## src/rtc_map_params.svh

```systemverilog
// Constants for the paged clock/calendar register map.
// Assumes inclusion by the map module only.
`ifndef RTC_MAP_PARAMS_SVH
`define RTC_MAP_PARAMS_SVH

// ----------------------------------------
// Clocking
// ----------------------------------------
`define RTC_CLK_HZ 250000000
`define RTC_BASE_HZ 32768
`define RTC_TAP_1024 15'h001f
`define RTC_TAP_32 15'h03ff
`define RTC_TAP_1HZ 15'h7fff

// ----------------------------------------
// Addresses
// ----------------------------------------
`define RTC_MAIN_CTRL 6'h00
`define RTC_IRQ_EN 6'h01
`define RTC_IRQ_FLAG 6'h02
`define RTC_STATUS 6'h03
`define RTC_SYS_RESET 6'h04
`define RTC_SEC 6'h08
`define RTC_MIN 6'h09
`define RTC_HOUR 6'h0a
`define RTC_DAY 6'h0b
`define RTC_WDAY 6'h0c
`define RTC_MON 6'h0d
`define RTC_YEAR 6'h0e
`define RTC_AL_SEC 6'h10
`define RTC_AL_MIN 6'h11
`define RTC_AL_HOUR 6'h12
`define RTC_AL_DAY 6'h13
`define RTC_AL_WDAY 6'h14
`define RTC_AL_MON 6'h15
`define RTC_AL_YEAR 6'h16
`define RTC_TMR_LO 6'h18
`define RTC_TMR_HI 6'h19
`define RTC_TEMP 6'h20
`define RTC_NV_USER0 6'h28
`define RTC_NV_USER1 6'h29
`define RTC_NV_CTRL 6'h30
`define RTC_XTAL_OFS 6'h31
`define RTC_XTAL_COEF 6'h32
`define RTC_CRYSTAL_TURNOVER_TEMP 6'h33
`define RTC_RAM_PAGE 5'h07

// ----------------------------------------
// Implemented-bit masks
// ----------------------------------------
`define RTC_M_FULL 8'hff
`define RTC_M_IRQ 8'h1f
`define RTC_M_STAT 8'hbc
`define RTC_M_RST 8'h10
`define RTC_M_SEC 8'h7f
`define RTC_M_DAY 8'h3f
`define RTC_M_WDAY 8'h07
`define RTC_M_MON 8'h1f
`define RTC_M_AHR 8'hbf
`define RTC_M_AWD 8'h87
`define RTC_M_AMON 8'h9f

// ----------------------------------------
// Fields and values
// ----------------------------------------
`define RTC_B_WATCH 0
`define RTC_B_TMR_EN 1
`define RTC_B_TMR_AR 2
`define RTC_B_NV_REF 3
`define RTC_B_SELFREC 4
`define RTC_B_TSRC_LO 5
`define RTC_B_TSRC_HI 6
`define RTC_B_PINSEL 7
`define RTC_B_TF 1
`define RTC_B_FD_LO 2
`define RTC_B_FD_HI 3
`define RTC_RST_VAL 8'h00
`define RTC_BCD_NINE 4'h9
`define RTC_SEC_LAST 8'h59
`define RTC_HOUR_LAST 8'h23
`define RTC_WDAY_LAST 8'h06
`define RTC_MON_LAST 8'h12
`define RTC_YEAR_LAST 8'h99
`define RTC_FIRST_ONE 8'h01
`define RTC_FEB 8'h02
`define RTC_LEN_28 8'h28
`define RTC_LEN_29 8'h29
`define RTC_LEN_30 8'h30
`define RTC_LEN_31 8'h31

`endif

```

## src/rtc_map_pkg.sv

```systemverilog
// Types shared by the paged register map.
// Assumes rtc_map_params.svh is on the include path.
package rtc_map_pkg;
    typedef enum logic [2:0] {
        XF_IDLE = 3'b001,
        XF_ADDR = 3'b010,
        XF_DATA = 3'b100
    } xfer_state_t;

    typedef enum logic [1:0] {
        SRC_32K = 2'b00,
        SRC_1K = 2'b01,
        SRC_32 = 2'b10,
        SRC_1HZ = 2'b11
    } tick_src_t;
endpackage : rtc_map_pkg

```

## src/rtc_paged_register_map.sv

```systemverilog
// Paged register map of a clock/calendar: byte transfer port, watch
// counters, countdown timer, pin routing and control outputs.
// Assumes a serial front end that delivers whole bytes synchronous to
// clock_i and holds xfer_active_i high for the whole transfer.
`timescale 1ns/1ps
`include "rtc_map_params.svh"

module rtc_paged_register_map
    import rtc_map_pkg::*;
#(
    parameter int BASE_DIV = `RTC_CLK_HZ / `RTC_BASE_HZ
)
(
    input wire logic clock_i,
    input wire logic resetn_i,
    input wire logic xfer_active_i,
    input wire logic addr_valid_i,
    input wire logic [7:0] addr_i,
    input wire logic wr_valid_i,
    input wire logic [7:0] wr_data_i,
    input wire logic rd_req_i,
    output logic [7:0] rd_data_o,
    output logic rd_valid_o,
    input wire logic [7:0] temperature_i,
    input wire logic clock_output_pin_enable_i,
    output logic clock_output_pin_o,
    output logic clock_output_pin_oe_o,
    output logic self_recovery_enable_o,
    output logic nv_refresh_o
);

    // Prescaler count is only 16 bits wide
    if (BASE_DIV < 2 || BASE_DIV > 65535)
    begin : g_div_check
        $error("BASE_DIV out of range");
    end

    // ----------------------------------------
    // Functions
    // ----------------------------------------
    // zero unimplemented bits
    function automatic logic [7:0] impl_mask(input logic [7:0] a);
        logic [7:0] m;
        m = 8'h00;
        if (a[7:6] == 2'b00)
        begin
            case (a[5:0])
                `RTC_MAIN_CTRL, `RTC_AL_SEC, `RTC_AL_MIN,
                `RTC_AL_YEAR, `RTC_TMR_LO, `RTC_TMR_HI, `RTC_TEMP,
                `RTC_NV_USER0, `RTC_NV_USER1, `RTC_NV_CTRL,
                `RTC_XTAL_OFS, `RTC_XTAL_COEF: m = `RTC_M_FULL;
                `RTC_IRQ_EN, `RTC_IRQ_FLAG, `RTC_MON: m = `RTC_M_IRQ;
                `RTC_STATUS: m = `RTC_M_STAT;
                `RTC_SYS_RESET: m = `RTC_M_RST;
                `RTC_SEC, `RTC_MIN, `RTC_HOUR, `RTC_YEAR: m = `RTC_M_SEC;
                `RTC_DAY, `RTC_CRYSTAL_TURNOVER_TEMP: m = `RTC_M_DAY;
                `RTC_WDAY: m = `RTC_M_WDAY;
                `RTC_AL_HOUR, `RTC_AL_DAY: m = `RTC_M_AHR;
                `RTC_AL_WDAY: m = `RTC_M_AWD;
                `RTC_AL_MON: m = `RTC_M_AMON;
                default:
                begin
                    if (a[7:3] == `RTC_RAM_PAGE)
                        m = `RTC_M_FULL;
                end
            endcase
        end
        return m;
    endfunction : impl_mask

    // BCD step
    // Returns carry in bit 8; wraps to first after last.
    function automatic logic [8:0] bcd_inc(input logic [7:0] v,
        input logic [7:0] last, input logic [7:0] first);
        logic [8:0] r;
        r = {1'b0, v};
        if (v >= last)
            r = {1'b1, first};
        else if (v[3:0] == `RTC_BCD_NINE)
            r = {1'b0, v[7:4] + 4'h1, 4'h0};
        else
            r = {1'b0, v[7:4], v[3:0] + 4'h1};
        return r;
    endfunction : bcd_inc

    function automatic logic [7:0] month_len(input logic [7:0] mon,
        input logic [7:0] yr);
        logic leap;
        logic [7:0] len;
        leap = yr[4] ? (yr[3:0] == 4'h2 || yr[3:0] == 4'h6)
                     : (yr[3:0] == 4'h0 || yr[3:0] == 4'h4
                        || yr[3:0] == 4'h8);
        case (mon)
            `RTC_FEB: len = leap ? `RTC_LEN_29 : `RTC_LEN_28;
            8'h04, 8'h06, 8'h09, 8'h11: len = `RTC_LEN_30;
            default: len = `RTC_LEN_31;
        endcase
        return len;
    endfunction : month_len

    function automatic logic tap(input logic [14:0] pre,
        input logic [14:0] m);
        return (pre & m) == m;
    endfunction : tap

    // ----------------------------------------
    // Time base
    // ----------------------------------------
    logic [15:0] base_cnt_q;
    logic [14:0] pre_q;
    logic base_tick;
    logic tick_1k;
    logic tick_32;
    logic tick_1hz;

    assign base_tick = base_cnt_q == 16'(BASE_DIV - 1);
    assign tick_1k = base_tick && tap(pre_q, `RTC_TAP_1024);
    assign tick_32 = base_tick && tap(pre_q, `RTC_TAP_32);
    assign tick_1hz = base_tick && tap(pre_q, `RTC_TAP_1HZ);

    always_ff @(posedge clock_i or negedge resetn_i)
    begin
        if (!resetn_i)
        begin
            base_cnt_q <= 16'h0000;
            pre_q <= 15'h0000;
        end
        else if (base_tick)
        begin
            base_cnt_q <= 16'h0000;
            pre_q <= pre_q + 15'h0001;
        end
        else
        begin
            base_cnt_q <= base_cnt_q + 16'h0001;
        end
    end

    // ----------------------------------------
    // Transfer sequencing
    // ----------------------------------------
    xfer_state_t xf_q;
    logic [7:0] addr_q;
    logic do_wr;
    logic do_rd;

    assign do_wr = xf_q == XF_DATA && xfer_active_i && wr_valid_i;
    assign do_rd = xf_q == XF_DATA && xfer_active_i && rd_req_i;

    always_ff @(posedge clock_i or negedge resetn_i)
    begin
        if (!resetn_i)
        begin
            xf_q <= XF_IDLE;
            addr_q <= 8'h00;
        end
        else
        begin
            case (xf_q)
                XF_IDLE:
                begin
                    if (xfer_active_i)
                        xf_q <= XF_ADDR;
                end
                XF_ADDR:
                begin
                    if (!xfer_active_i)
                        xf_q <= XF_IDLE;
                    else if (addr_valid_i)
                    begin
                        xf_q <= XF_DATA;
                        addr_q <= addr_i;
                    end
                end
                XF_DATA:
                begin
                    if (!xfer_active_i)
                        xf_q <= XF_IDLE;
                    else if (do_wr || do_rd)
                        addr_q <= {addr_q[7:3], addr_q[2:0] + 3'h1};
                end
                default: xf_q <= XF_IDLE;
            endcase
        end
    end

    // ----------------------------------------
    // Register store and watch counters
    // ----------------------------------------
    // eight pages, only mapped bits kept
    logic [7:0] regs_q [0:63];
    logic [7:0] ctrl;
    logic tick_pend_q;
    logic advance;
    logic tmr_zero;
    logic [8:0] sec_n;
    logic [8:0] min_n;
    logic [8:0] hour_n;
    logic [8:0] day_n;
    logic [8:0] wday_n;
    logic [8:0] mon_n;
    logic [8:0] year_n;

    assign ctrl = regs_q[`RTC_MAIN_CTRL];

    assign advance = ctrl[`RTC_B_WATCH] && !xfer_active_i
                     && (tick_1hz || tick_pend_q);

    always_comb
    begin
        sec_n = bcd_inc(regs_q[`RTC_SEC], `RTC_SEC_LAST, 8'h00);
        min_n = bcd_inc(regs_q[`RTC_MIN], `RTC_SEC_LAST, 8'h00);
        hour_n = bcd_inc(regs_q[`RTC_HOUR], `RTC_HOUR_LAST, 8'h00);
        day_n = bcd_inc(regs_q[`RTC_DAY],
                        month_len(regs_q[`RTC_MON], regs_q[`RTC_YEAR]),
                        `RTC_FIRST_ONE);
        wday_n = bcd_inc(regs_q[`RTC_WDAY], `RTC_WDAY_LAST, 8'h00);
        mon_n = bcd_inc(regs_q[`RTC_MON], `RTC_MON_LAST, `RTC_FIRST_ONE);
        year_n = bcd_inc(regs_q[`RTC_YEAR], `RTC_YEAR_LAST, 8'h00);
    end

    always_ff @(posedge clock_i or negedge resetn_i)
    begin
        if (!resetn_i)
            tick_pend_q <= 1'b0;
        else if (tick_1hz && xfer_active_i)
            tick_pend_q <= 1'b1;
        else if (!xfer_active_i)
            tick_pend_q <= 1'b0;
    end

    always_ff @(posedge clock_i or negedge resetn_i)
    begin
        if (!resetn_i)
        begin
            for (int i = 0; i < 64; i++)
                regs_q[i] <= `RTC_RST_VAL;
        end
        else
        begin
            // decode and mask
            // Upper pages would alias the low store
            if (do_wr && addr_q[7:6] == 2'b00)
                regs_q[addr_q[5:0]] <= wr_data_i & impl_mask(addr_q);
            if (advance)
            begin
                regs_q[`RTC_SEC] <= sec_n[7:0];
                if (sec_n[8])
                begin
                    regs_q[`RTC_MIN] <= min_n[7:0];
                    if (min_n[8])
                    begin
                        regs_q[`RTC_HOUR] <= hour_n[7:0];
                        if (hour_n[8])
                        begin
                            regs_q[`RTC_WDAY] <= wday_n[7:0];
                            regs_q[`RTC_DAY] <= day_n[7:0];
                            if (day_n[8])
                            begin
                                regs_q[`RTC_MON] <= mon_n[7:0];
                                if (mon_n[8])
                                    regs_q[`RTC_YEAR] <= year_n[7:0];
                            end
                        end
                    end
                end
            end
            // Set wins over a host clear in the same cycle
            if (tmr_zero)
                regs_q[`RTC_IRQ_FLAG][`RTC_B_TF] <= 1'b1;
        end
    end

    // ----------------------------------------
    // Countdown timer
    // ----------------------------------------
    // plain binary count
    logic [15:0] tmr_q;
    logic tmr_tick;
    tick_src_t tsrc;

    assign tsrc = tick_src_t'({ctrl[`RTC_B_TSRC_HI], ctrl[`RTC_B_TSRC_LO]});

    always_comb
    begin
        case (tsrc)
            SRC_32K: tmr_tick = base_tick;
            SRC_1K: tmr_tick = tick_1k;
            SRC_32: tmr_tick = tick_32;
            SRC_1HZ: tmr_tick = tick_1hz;
            default: tmr_tick = 1'b0;
        endcase
    end

    assign tmr_zero = ctrl[`RTC_B_TMR_EN] && tmr_tick
                      && tmr_q == 16'h0001;

    always_ff @(posedge clock_i or negedge resetn_i)
    begin
        if (!resetn_i)
            tmr_q <= 16'h0000;
        else if (do_wr && addr_q[5:0] == `RTC_TMR_LO && addr_q[7:6] == 2'b00)
            tmr_q <= {tmr_q[15:8], wr_data_i};
        else if (do_wr && addr_q[5:0] == `RTC_TMR_HI && addr_q[7:6] == 2'b00)
            tmr_q <= {wr_data_i, tmr_q[7:0]};
        else if (tmr_zero)
        begin
            if (ctrl[`RTC_B_TMR_AR])
                tmr_q <= {regs_q[`RTC_TMR_HI], regs_q[`RTC_TMR_LO]};
            else
                tmr_q <= 16'h0000;
        end
        else if (ctrl[`RTC_B_TMR_EN] && tmr_tick && tmr_q != 16'h0000)
            tmr_q <= tmr_q - 16'h0001;
    end

    // ----------------------------------------
    // Read path
    // ----------------------------------------
    logic [7:0] rd_val;

    always_comb
    begin
        case (addr_q[5:0])
            `RTC_TMR_LO: rd_val = tmr_q[7:0];
            `RTC_TMR_HI: rd_val = tmr_q[15:8];
            `RTC_TEMP: rd_val = temperature_i;
            default: rd_val = regs_q[addr_q[5:0]];
        endcase
        rd_val = rd_val & impl_mask(addr_q);
    end

    always_ff @(posedge clock_i or negedge resetn_i)
    begin
        if (!resetn_i)
        begin
            rd_data_o <= 8'h00;
            rd_valid_o <= 1'b0;
        end
        else
        begin
            rd_valid_o <= do_rd;
            if (do_rd)
                rd_data_o <= rd_val;
        end
    end

    // ----------------------------------------
    // Pin routing and control outputs
    // ----------------------------------------
    logic wave_q;
    logic fast_q;
    logic irq_active;
    logic [1:0] fsel;

    assign fsel = {regs_q[`RTC_NV_CTRL][`RTC_B_FD_HI],
                   regs_q[`RTC_NV_CTRL][`RTC_B_FD_LO]};
    assign irq_active = |(regs_q[`RTC_IRQ_FLAG] & regs_q[`RTC_IRQ_EN]);

    // Square waves taken from prescaler bits or the base-tick toggle flop, so duty stays at half
    always_ff @(posedge clock_i or negedge resetn_i)
    begin
        if (!resetn_i)
        begin
            fast_q <= 1'b0;
            wave_q <= 1'b0;
        end
        else
        begin
            if (base_tick)
                fast_q <= !fast_q;
            case (tick_src_t'(fsel))
                SRC_32K: wave_q <= fast_q;
                SRC_1K: wave_q <= pre_q[4];
                SRC_32: wave_q <= pre_q[9];
                SRC_1HZ: wave_q <= pre_q[14];
                default: wave_q <= 1'b0;
            endcase
        end
    end

    always_ff @(posedge clock_i or negedge resetn_i)
    begin
        if (!resetn_i)
        begin
            clock_output_pin_o <= 1'b0;
            clock_output_pin_oe_o <= 1'b0;
        end
        else if (ctrl[`RTC_B_PINSEL])
        begin
            clock_output_pin_o <= wave_q;
            clock_output_pin_oe_o <= clock_output_pin_enable_i;
        end
        else
        begin
            clock_output_pin_o <= 1'b0;
            clock_output_pin_oe_o <= irq_active;
        end
    end

    always_ff @(posedge clock_i or negedge resetn_i)
    begin
        if (!resetn_i)
        begin
            self_recovery_enable_o <= 1'b0;
            nv_refresh_o <= 1'b0;
        end
        else
        begin
            self_recovery_enable_o <= ctrl[`RTC_B_SELFREC];
            nv_refresh_o <= ctrl[`RTC_B_NV_REF] && advance
                            && sec_n[8] && min_n[8];
        end
    end

endmodule : rtc_paged_register_map

```

## config.mk

```make
export PLATFORM = sky130hd
export DESIGN_NAME = rtc_paged_register_map
export DESIGN_NICKNAME = d
export VERILOG_FILES = /design/src/rtc_map_pkg.sv /design/src/rtc_paged_register_map.sv
export VERILOG_INCLUDE_DIRS = /design/src
export SDC_FILE = /design/constraint.sdc
export NUM_CORES = 1
export LEC_CHECK = 0
export ABC_AREA = 1
export ABC_CLOCK_PERIOD_IN_PS = 2830
export BUFFER_PORTS_ARGS = -buffer_cell sky130_fd_sc_hd__buf_2
export CELL_PAD_IN_SITES_DETAIL_PLACEMENT = 2
export CELL_PAD_IN_SITES_GLOBAL_PLACEMENT = 2
export CORE_MARGIN = 1
export CORE_UTILIZATION = 40
export CTS_BUF_LIST = sky130_fd_sc_hd__clkbuf_4
export CTS_CLUSTER_SIZE = 30
export DETAILED_ROUTE_END_ITERATION = 6
export GPL_TIMING_DRIVEN = 0
export PLACE_DENSITY_LB_ADDON = 0.1
export SLEW_MARGIN = 20
export SYNTH_ARGS = -nofsm -noshare
export SYNTH_HDL_FRONTEND = slang
export SYNTH_SLANG_ARGS = --single-unit
```

## constraint.sdc

```tcl
create_clock -name clock_i -period 2.83 [get_ports clock_i]
set_input_delay 0.7075 -clock clock_i [delete_from_list [all_inputs] [get_ports clock_i]]
set_output_delay 0.7075 -clock clock_i [all_outputs]
set_load 0.03 [all_outputs]
```

==> reports/metrics.yaml, run 1 <==
clock_path_buffers: 3
tritoncts: "done"
synth-seq-cells: 586
final.period_utilization: 1.148
yosys_most_used_dff: "dfrtp_1"
synth_area_leaders: "dfrtp_1 (52%), nand2_1 (13%), o21ai_0 (6.2%)"
initial_utilization: 0.4038
overflow: 0
die_height_um: 267.9
drtIter0Drc: 2776
slowest_delay_ns: 0.53
final_cell_mix: "nand2_1 (940), dfrtp_1 (582), inv_1 (371)"
grtUsageTotal: 0.4061
die_x_um: 267.9
placed_cells: 4524
worstPathArrival_ns: 4.16
path_class: "reg -> reg"
postSynthAreaPerCell_um2: 8.001
clock_latency_ns: 1.11
drt_wl_total_mm: 153.2
cts.sinks: 586
cts_buffers: 169
via_per_inst: 6.070
rsz0062_at_grt: "yes"
placed_area_um2: 29910
ir_worst_vdd_uv: 432.0
synth_edf_count: 0
avgRoutedWirePerCell_um: 31.24
slew_viol_final: 0
dr_total_vias: 29766
yosysWarnings: 0
io-pin-count: 44
maxSlewHeadroom: 0.3575
grt_pass1_vias: 31841
fin_area_um2: 34280
num_rows: 97
endpoint_kind: "flip-flop"
reg2reg_from: "addr_q[1]"
power_leakage_nw: 16.84
crit_path_top_delay_cell: "o21ai_0"
dieArea_um2: 71750
nNetsFinal: 3905
clock.fmax_mhz: 307.7
critPathRequiredTime_ns: 3.74
fin_skew_ns: 0.06591
ys_types: 58
antenna_left: 0
syn2layout_area_growth_pct: 21.24
startpoint: "addr_q[1]"
mappedNetlistArea_um2: 28270
yosysTopAreaCell: "dfrtp_1"
holdWs_ns: 0.06463
io_buffer_count: 43
cts_root_buf: "clkbuf_4"
crit_chain: "buf_6 > clkinv_8 > ha_4 > inv_2 > a21oi_4 > o21ai_2 > nand3_2 > nor2_4 > inv_1 > nand2_2 > nor2_4 > nor2_8 > nand2_4 > buf_6 > o21ai_0"
grt_max_degree: 100
yosysSeqAreaShare: 0.5187
violations: "setup timing"
cap_violations: 0
post-route-min-period_ns: 3.250
instances_no_fill: 4904
dr.pass1.iters: 6
final_hold_viol_count: 0
synthArstFlopShare: 1.000
setup_ws_ns: -0.4200
multi_input_area_um2: 12220
htree_levels: 4
pre_cts_ws_ns: -1.499
fillers: 7776
synth_top_area_share: 0.5177
crit_path_max_fanout: 10
antenna_found_initial: 12
hpwl_mm: 96.13
fin_setup_tns_ns: -7.581
cp-start-kind: "flip-flop"
min-delay-start: "wr_data_i[6]"
holdCritPathClass: "in -> reg"
tightest_slew_ns: 0.9602
outcome: "complete, but fails checks"
gp_congestion: 0.9385
synth_cells: 3534
grt_pass1_wl_mm: 211.2
drive_above_1_share: 0.1740
coreArea_um2: 70030
regArea_um2: 14670
cts.clk_slew.worst_paths_ns: 0.09
p_per_area_nw_per_um2: 854.8
setup_viol: 161
drc: 0
syn-num-nets: 3600
final_common_cell: "nand2_1"
==> cell type report <==
cell class / instances / area share
diodes: 4 / 0.0002920
plain buffers: 140 / 0.03588
clock buffers: 253 / 0.05541
clock inverters: 39 / 0.007774
inverters: 399 / 0.04530
multi-input cells: 2407 / 0.3564
flip-flops and latches: 586 / 0.4279
well taps: 940 / 0.03431
repair buffers: 136 / 0.03675
==> routing by layer <==
metal  share of wire  track usage  wire length [um]  vias to the layer above
met5         0.00050            0                76                        -
met4           0.077       0.2630             11840                       10
met3           0.088       0.1015             13460                      597
met2            0.46       0.6435             69930                     1591
met1            0.38       0.4929             57890                    15361
li1                -            -                 -                    12207
==> state kept, by name (all words and copies together), names as in the netlist <==
name                    count
fsel                        2
pre_q                      15
ctrl                        8
xf_q                        3
addr_q                      8
rd_data_o                   8
wave_q                      1
fast_q                      1
base_cnt_q                 16
self_recovery_enable_o      1
tmr_q                      16
clock_output_pin_oe_o       1
nv_refresh_o                1
rd_valid_o                  1
clock_output_pin_o          1
tick_pend_q                 1
regs_q                    502
==> worst paths after layout <==
check | end | slack (ns) | cells past startpoint
min in group asynchronous | base_cnt_q[15] | 0.17 | 2
max in group asynchronous | regs_q[86] | 1.30 | 4
hold / removal | tmr_q[6] | 0.06 | 5
setup reg to reg | regs_q[168] | -0.42 | 15
hold reg to reg | rd_data_o[3] | 0.48 | 2
setup / recovery | regs_q[168] | -0.42 | 15
==> per-stage QoR <==
stage | utilization | total power, mW
2_1_floorplan | - | 12.40
3_3_place_gp | 0.4236 | 17.20
3_5_place_dp | 0.4271 | 17.40
4_1_cts | 0.4778 | 27.33
5_1_grt | 0.4895 | 29.67
6_report | 0.4895 | 29.30
==> critical path, delay by kind of cell (launching register included) <==
kind | cells | cell delay (ns)
and+or+nand+nor | 6 | 0.94
AOI/OAI and AO/OA | 3 | 0.82
buffers and inverters | 5 | 0.68
DFF | 1 | 0.43
adders and majority gates | 1 | 0.21
==> cell usage after synthesis, types with 12 or more instances <==
cell / instances
inv_1: 383
buf_2: 42
o2111ai_1: 23
o21ai_1: 62
o211ai_1: 12
ha_1: 35
o22ai_1: 67
dfrtp_1: 585
nor2_1: 364
a21oi_1: 84
nor2_2: 12
a22oi_1: 51
nor3_1: 32
xor2_1: 32
clkbuf_1: 85
o21ai_0: 351
nand3_1: 157
nand2_1: 969
nand4_1: 53
==> cells by family (layout without fill, tap and decap cells) <==
| kind of cell | count (synthesis) | in the layout | synth area share |
|---|---|---|---|
| compound gates | 690 | 690 | 0.1381 |
| xor+xnor | 43 | 43 | 0.01332 |
| buf+inv | 542 | 967 | 0.07474 |
| fa+ha+maj | 35 | 35 | 0.01549 |
| other cells | 0 | 4 | 0 |
| flops | 586 | 586 | 0.5187 |
| simple gates | 1638 | 1639 | 0.2397 |
==> repair_timing <==
action,in CTS,in global routing
resized for setup,292,161
pin swaps,22,28
setup buffers,34,33
setup endpoints to repair,510,431
gates cloned,0,5
endpoints found under the hold margin,76,0
hold buffers,15,0
==> power breakdown <==
group	leakage (nW)	internal [mW]	switching, mW
logic	8.36	3.08	9.00
registers	7.20	8.45	0.0993
clock network	1.28	4.34	4.34
Power figures use the tool's default switching activity.
==> inputs of run 2 (changes only) <==
ABC_AREA = not set   (was 1)
CORE_UTILIZATION = 43   (was 40)
==> run 2 against run 1 <==
Compared with the run above:
- the run now fails in clock tree synthesis
- synthesized area is 4.2% lower
- synthesized cell count is 21% lower
==> reports/metrics.yaml, run 2 <==
die_height_um: 253.0
cts_buffers: 167
synthArstFlopShare: 1.000
stop_error: "[ERROR DPL-0033] detailed placement checks failed during check placement."
outcome: "did not finish"
cts.sinks: 586
cts_root_buf: "clkbuf_4"
initial_utilization: 0.4373
hpwl_mm: 92.46
post_cts_resized: 985
io_buffer_count: 43
synth_most_common_cell: "dfrtp_1"
netlist_top_cells_count: "dfrtp_1 (585), nand2_1 (482), o21ai_0 (378)"
pre_cts_ws_ns: -2.292
synth_area_leaders: "dfrtp_1 (54%), o21ai_0 (7.0%), nand2_1 (6.7%)"
haltStage: "clock tree synthesis"
yosysWarnings: 0
synth_top_area_share: 0.5404
ys_types: 79
synth-seq-cells: 586
htree_levels: 4
postSynthAreaPerCell_um2: 9.730
gp_congestion: 0.9952
die_x_um: 253.0
io-pin-count: 44
syn-num-nets: 2850
ctsHoldBuffers: 12
synth_cells: 2784
yosysTopAreaCell: "dfrtp_1"
synth_edf_count: 0
clock_path_buffers: 3
mappedNetlistArea_um2: 27090
postCtsSetupBuffers: 161
num_rows: 91
yosysSeqAreaShare: 0.5414
yosys_most_used_dff: "dfrtp_1"
==> run 2: changes by cell type after synthesis, moves of 29 or more <==
cell / before / now
nor2_1: 364 / 110
mux2i_1: 0 / 29
and2_1: 2 / 170
nand2_1: 969 / 482
a221oi_1: 3 / 42
nand4_1: 53 / 23
inv_1: 383 / 42
a22oi_1: 51 / 96
nand3_1: 157 / 65
clkbuf_1: 85 / 139
a22o_1: 1 / 34
o21ai_1: 62 / 1
==> run 2: cell families after synthesis <==
kind of cell	after synthesis	share of synthesized area
flip-flops	586	0.5414
AND/OR/NAND/NOR	1026	0.1836
adder cells (fa/ha/maj)	35	0.01617
multiplexers	46	0.01986
XOR/XNOR	43	0.01390
AO/OA/AOI/OAI	832	0.1942
buffers and inverters	216	0.03081
==> run 2: stage by stage <==
stage | util | area (um^2) | cells
3_5_place_dp | 0.4661 | 28870 | 3675
3_3_place_gp | 0.4612 | 28570 | 3664
2_1_floorplan | - | 27310 | 2784
==> inputs of run 3 (changes only) <==
CELL_PAD_IN_SITES_DETAIL_PLACEMENT = not set   (was 2)
CELL_PAD_IN_SITES_GLOBAL_PLACEMENT = not set   (was 2)
CORE_UTILIZATION = 40   (was 43)
CTS_BUF_LIST = not set   (was sky130_fd_sc_hd__clkbuf_4)
CTS_CLUSTER_SIZE = not set   (was 30)
PLACE_DENSITY_LB_ADDON = 0.15   (was 0.1)
==> run 3 against run 2 <==
Compared with the run above:
- the flow now finishes, with violations (setup timing)
- synthesized area did not move
- synthesized cell count did not move
==> reports/metrics.yaml, run 3 <==
path_class: "reg -> reg"
synth_edf_count: 0
htree_levels: 3
synth-seq-cells: 586
syn2layout_area_growth_pct: 38.65
mappedNetlistArea_um2: 27090
nNetsFinal: 3173
synth_xor_area_frac: 0.01390
cts_root_buf: "clkbuf_16"
antenna_left: 0
tightest_slew_ns: 1.062
clock_path_buffers: 3
yosysTopAreaCell: "dfrtp_1"
setup_ws_ns: -0.4306
maxSlewHeadroom: 0.2843
avgRoutedWirePerCell_um: 31.70
tritoncts: "done"
utilization: 0.5602
critPathRequiredTime_ns: 3.30
synth_cells: 2784
dr_total_vias: 26032
final_hold_viol_count: 0
fin_setup_tns_ns: -94.41
post-route-min-period_ns: 3.261
drtIter0Drc: 3471
crit_chain: "nand2b_4 > nor2_2 > nand2_2 > o22ai_2 > a21oi_2 > ha_1 > or4b_4 > a221oi_4 > a211o_1 > nand4b_1 > buf_4 > a21oi_1 > o21ai_1 > o211ai_1"
io-pin-count: 44
p_per_area_nw_per_um2: 926.9
synthArstFlopShare: 1.000
wl_met1_mm: 49.17
synth_area_leaders: "dfrtp_1 (54%), o21ai_0 (7.0%), nand2_1 (6.7%)"
synth_top_area_share: 0.5404
crit_path_max_fanout: 4
power_leakage_nw: 16.49
drive_above_1_share: 0.3387
ir_worst_vdd_uv: 648.5
ys_types: 79
die_x_um: 262.2
synth_top_family_by_area: "compound AO/OA/AOI/OAI gates"
instances_no_fill: 4028
cts.sinks: 586
gp_congestion: 1.005
cts_buffers: 69
coreArea_um2: 67040
initial_utilization: 0.4041
violations: "setup timing"
fin_skew_ns: 0.04070
slowest_delay_ns: 0.49
regMostFlops: "regs_q"
setup_viol: 357
drt_wl_total_mm: 127.7
fillers: 5705
synth_compound_area_frac: 0.1942
antenna_found_initial: 3
cts.clk_slew.worst_paths_ns: 0.06
worstPathArrival_ns: 3.73
yosysSeqAreaShare: 0.5414
clock.fmax_mhz: 306.7
hpwl_mm: 80.09
yosys_most_used_dff: "dfrtp_1"
die_height_um: 262.2
slew_viol_final: 0
crit_path_top_delay_cell: "or4b_4"
dr.pass1.iters: 6
final.period_utilization: 1.152
cp-start-kind: "flip-flop"
clock_latency_ns: 0.64
largest_reg_flops: 502
dieArea_um2: 68760
io_buffer_count: 43
holdCritPathClass: "in -> async"
grt_pass1_vias: 25197
cap_violations: 0
grt_max_degree: 94
grt_pass1_wl_mm: 182.1
yosysWarnings: 0
final_common_cell: "dfrtp_1"
final_cell_mix: "dfrtp_1 (576), nand2_1 (467), o21ai_2 (298)"
netlist_top_cells_count: "dfrtp_1 (585), nand2_1 (482), o21ai_0 (378)"
rsz0062_at_grt: "yes"
endpoint_kind: "flip-flop"
synth_most_common_cell: "dfrtp_1"
placed_cells: 3709
overflow: 0
muxShareOfSynthArea: 0.01986
drc: 0
grtUsageTotal: 0.3669
via_per_inst: 6.463
syn-num-nets: 2850
outcome: "complete, but fails checks"
yosys.area_share.simple: 0.1836
top_layer: "met4"
wl_met3_mm: 15.25
largest_registers: "regs_q x502, base_cnt_q x16, tmr_q x16"
postSynthAreaPerCell_um2: 9.730
met2_length_mm: 53.14
synth_fa_ha_area_frac: 0.01617
num_rows: 95
fin_total_pwr_mw: 34.81
-- run 3: path summary, 6_finish.rpt --
check / startpoint / endpoint / slack [ns] / cells past startpoint
max in group asynchronous: resetn_i / regs_q[237] / 1.01 / 4
worst min-delay path: resetn_i / base_cnt_q[6] / 0.02 / 1
worst min register to register: ctrl[4] / self_recovery_enable_o / 0.45 / 0
worst max register to register: regs_q[401] / regs_q[398] / -0.43 / 14
min in group clock_i: clock_output_pin_enable_i / clock_output_pin_oe_o / 0.32 / 2
worst max-delay path: regs_q[401] / regs_q[398] / -0.43 / 14
-- run 3: where the power goes --
part / internal [mW] / switching, mW / leakage (nW)
combinational: 6.90 / 10.6 / 7.29
sequential: 8.45 / 0.0942 / 8.13
clock: 5.04 / 3.75 / 1.07
total: 20.4 / 14.4 / 16.5
-- run 3: cell type report --
class	count	area [um^2]	area share
buffer	159	2007	0.05344
sequential	586	14680	0.3908
timing repair buffer	265	2917	0.07766
inverter	42	176.4	0.004697
tap	873	1092	0.02908
multi-input combinational	1984	14510	0.3864
clock inverter	21	200.2	0.005330
clock buffer	96	1969	0.05244
antenna	2	5.005	0.0001333
-- run 3: worst max-delay path: cells and delay by family, from the launching register on --
family                   cells  cell delay, ns
buffers and inverters        1            0.17
flip-flops                   1            0.41
AO/OA/AOI/OAI                7            1.01
adder cells (fa/ha/maj)      1            0.30
AND/OR/NAND/NOR              5            1.19
-- run 3: cells by family (layout without fill, tap and decap cells) --
kind of cell / count (synthesis) / count (layout)
buffers and inverters: 216 / 583
other: 0 / 2
xor gates and xnor gates: 43 / 43
and+or+nand+nor: 1026 / 1028
AOI/OAI and AO/OA: 832 / 832
DFF: 586 / 586
muxes: 46 / 46
adders and majority gates: 35 / 35
-- run 3: routing by layer --
metal,vias up,GRT usage
li1,10751,-
met1,12963,0.4804
met2,1824,0.5320
met3,494,0.1087
met4,0,0.2293
met5,-,0.005544
-- run 3: through the flow --
| stage | instance area, um^2 | hold WS, ns | setup slack, ns |
|---|---|---|---|
| floorplan | 27310 | 0.3745 | -0.2329 |
| global placement | 28610 | 0.4228 | -12.33 |
| detailed placement | 28870 | 0.4251 | -2.273 |
| CTS | 36500 | 0.02321 | -0.3843 |
| global route | 37550 | 0.04972 | -0.5512 |
| finish | 37560 | 0.01759 | -0.4306 |
-- run 3: what timing repair did --
| action | in CTS | in global routing |
|---|---|---|
| resized for setup | 1115 | 287 |
| gates cloned | 37 | 1 |
| endpoints found under the setup margin | 538 | 422 |
| hold buffers | 0 | 0 |
| pin swaps | 297 | 142 |
| setup buffers | 131 | 70 |
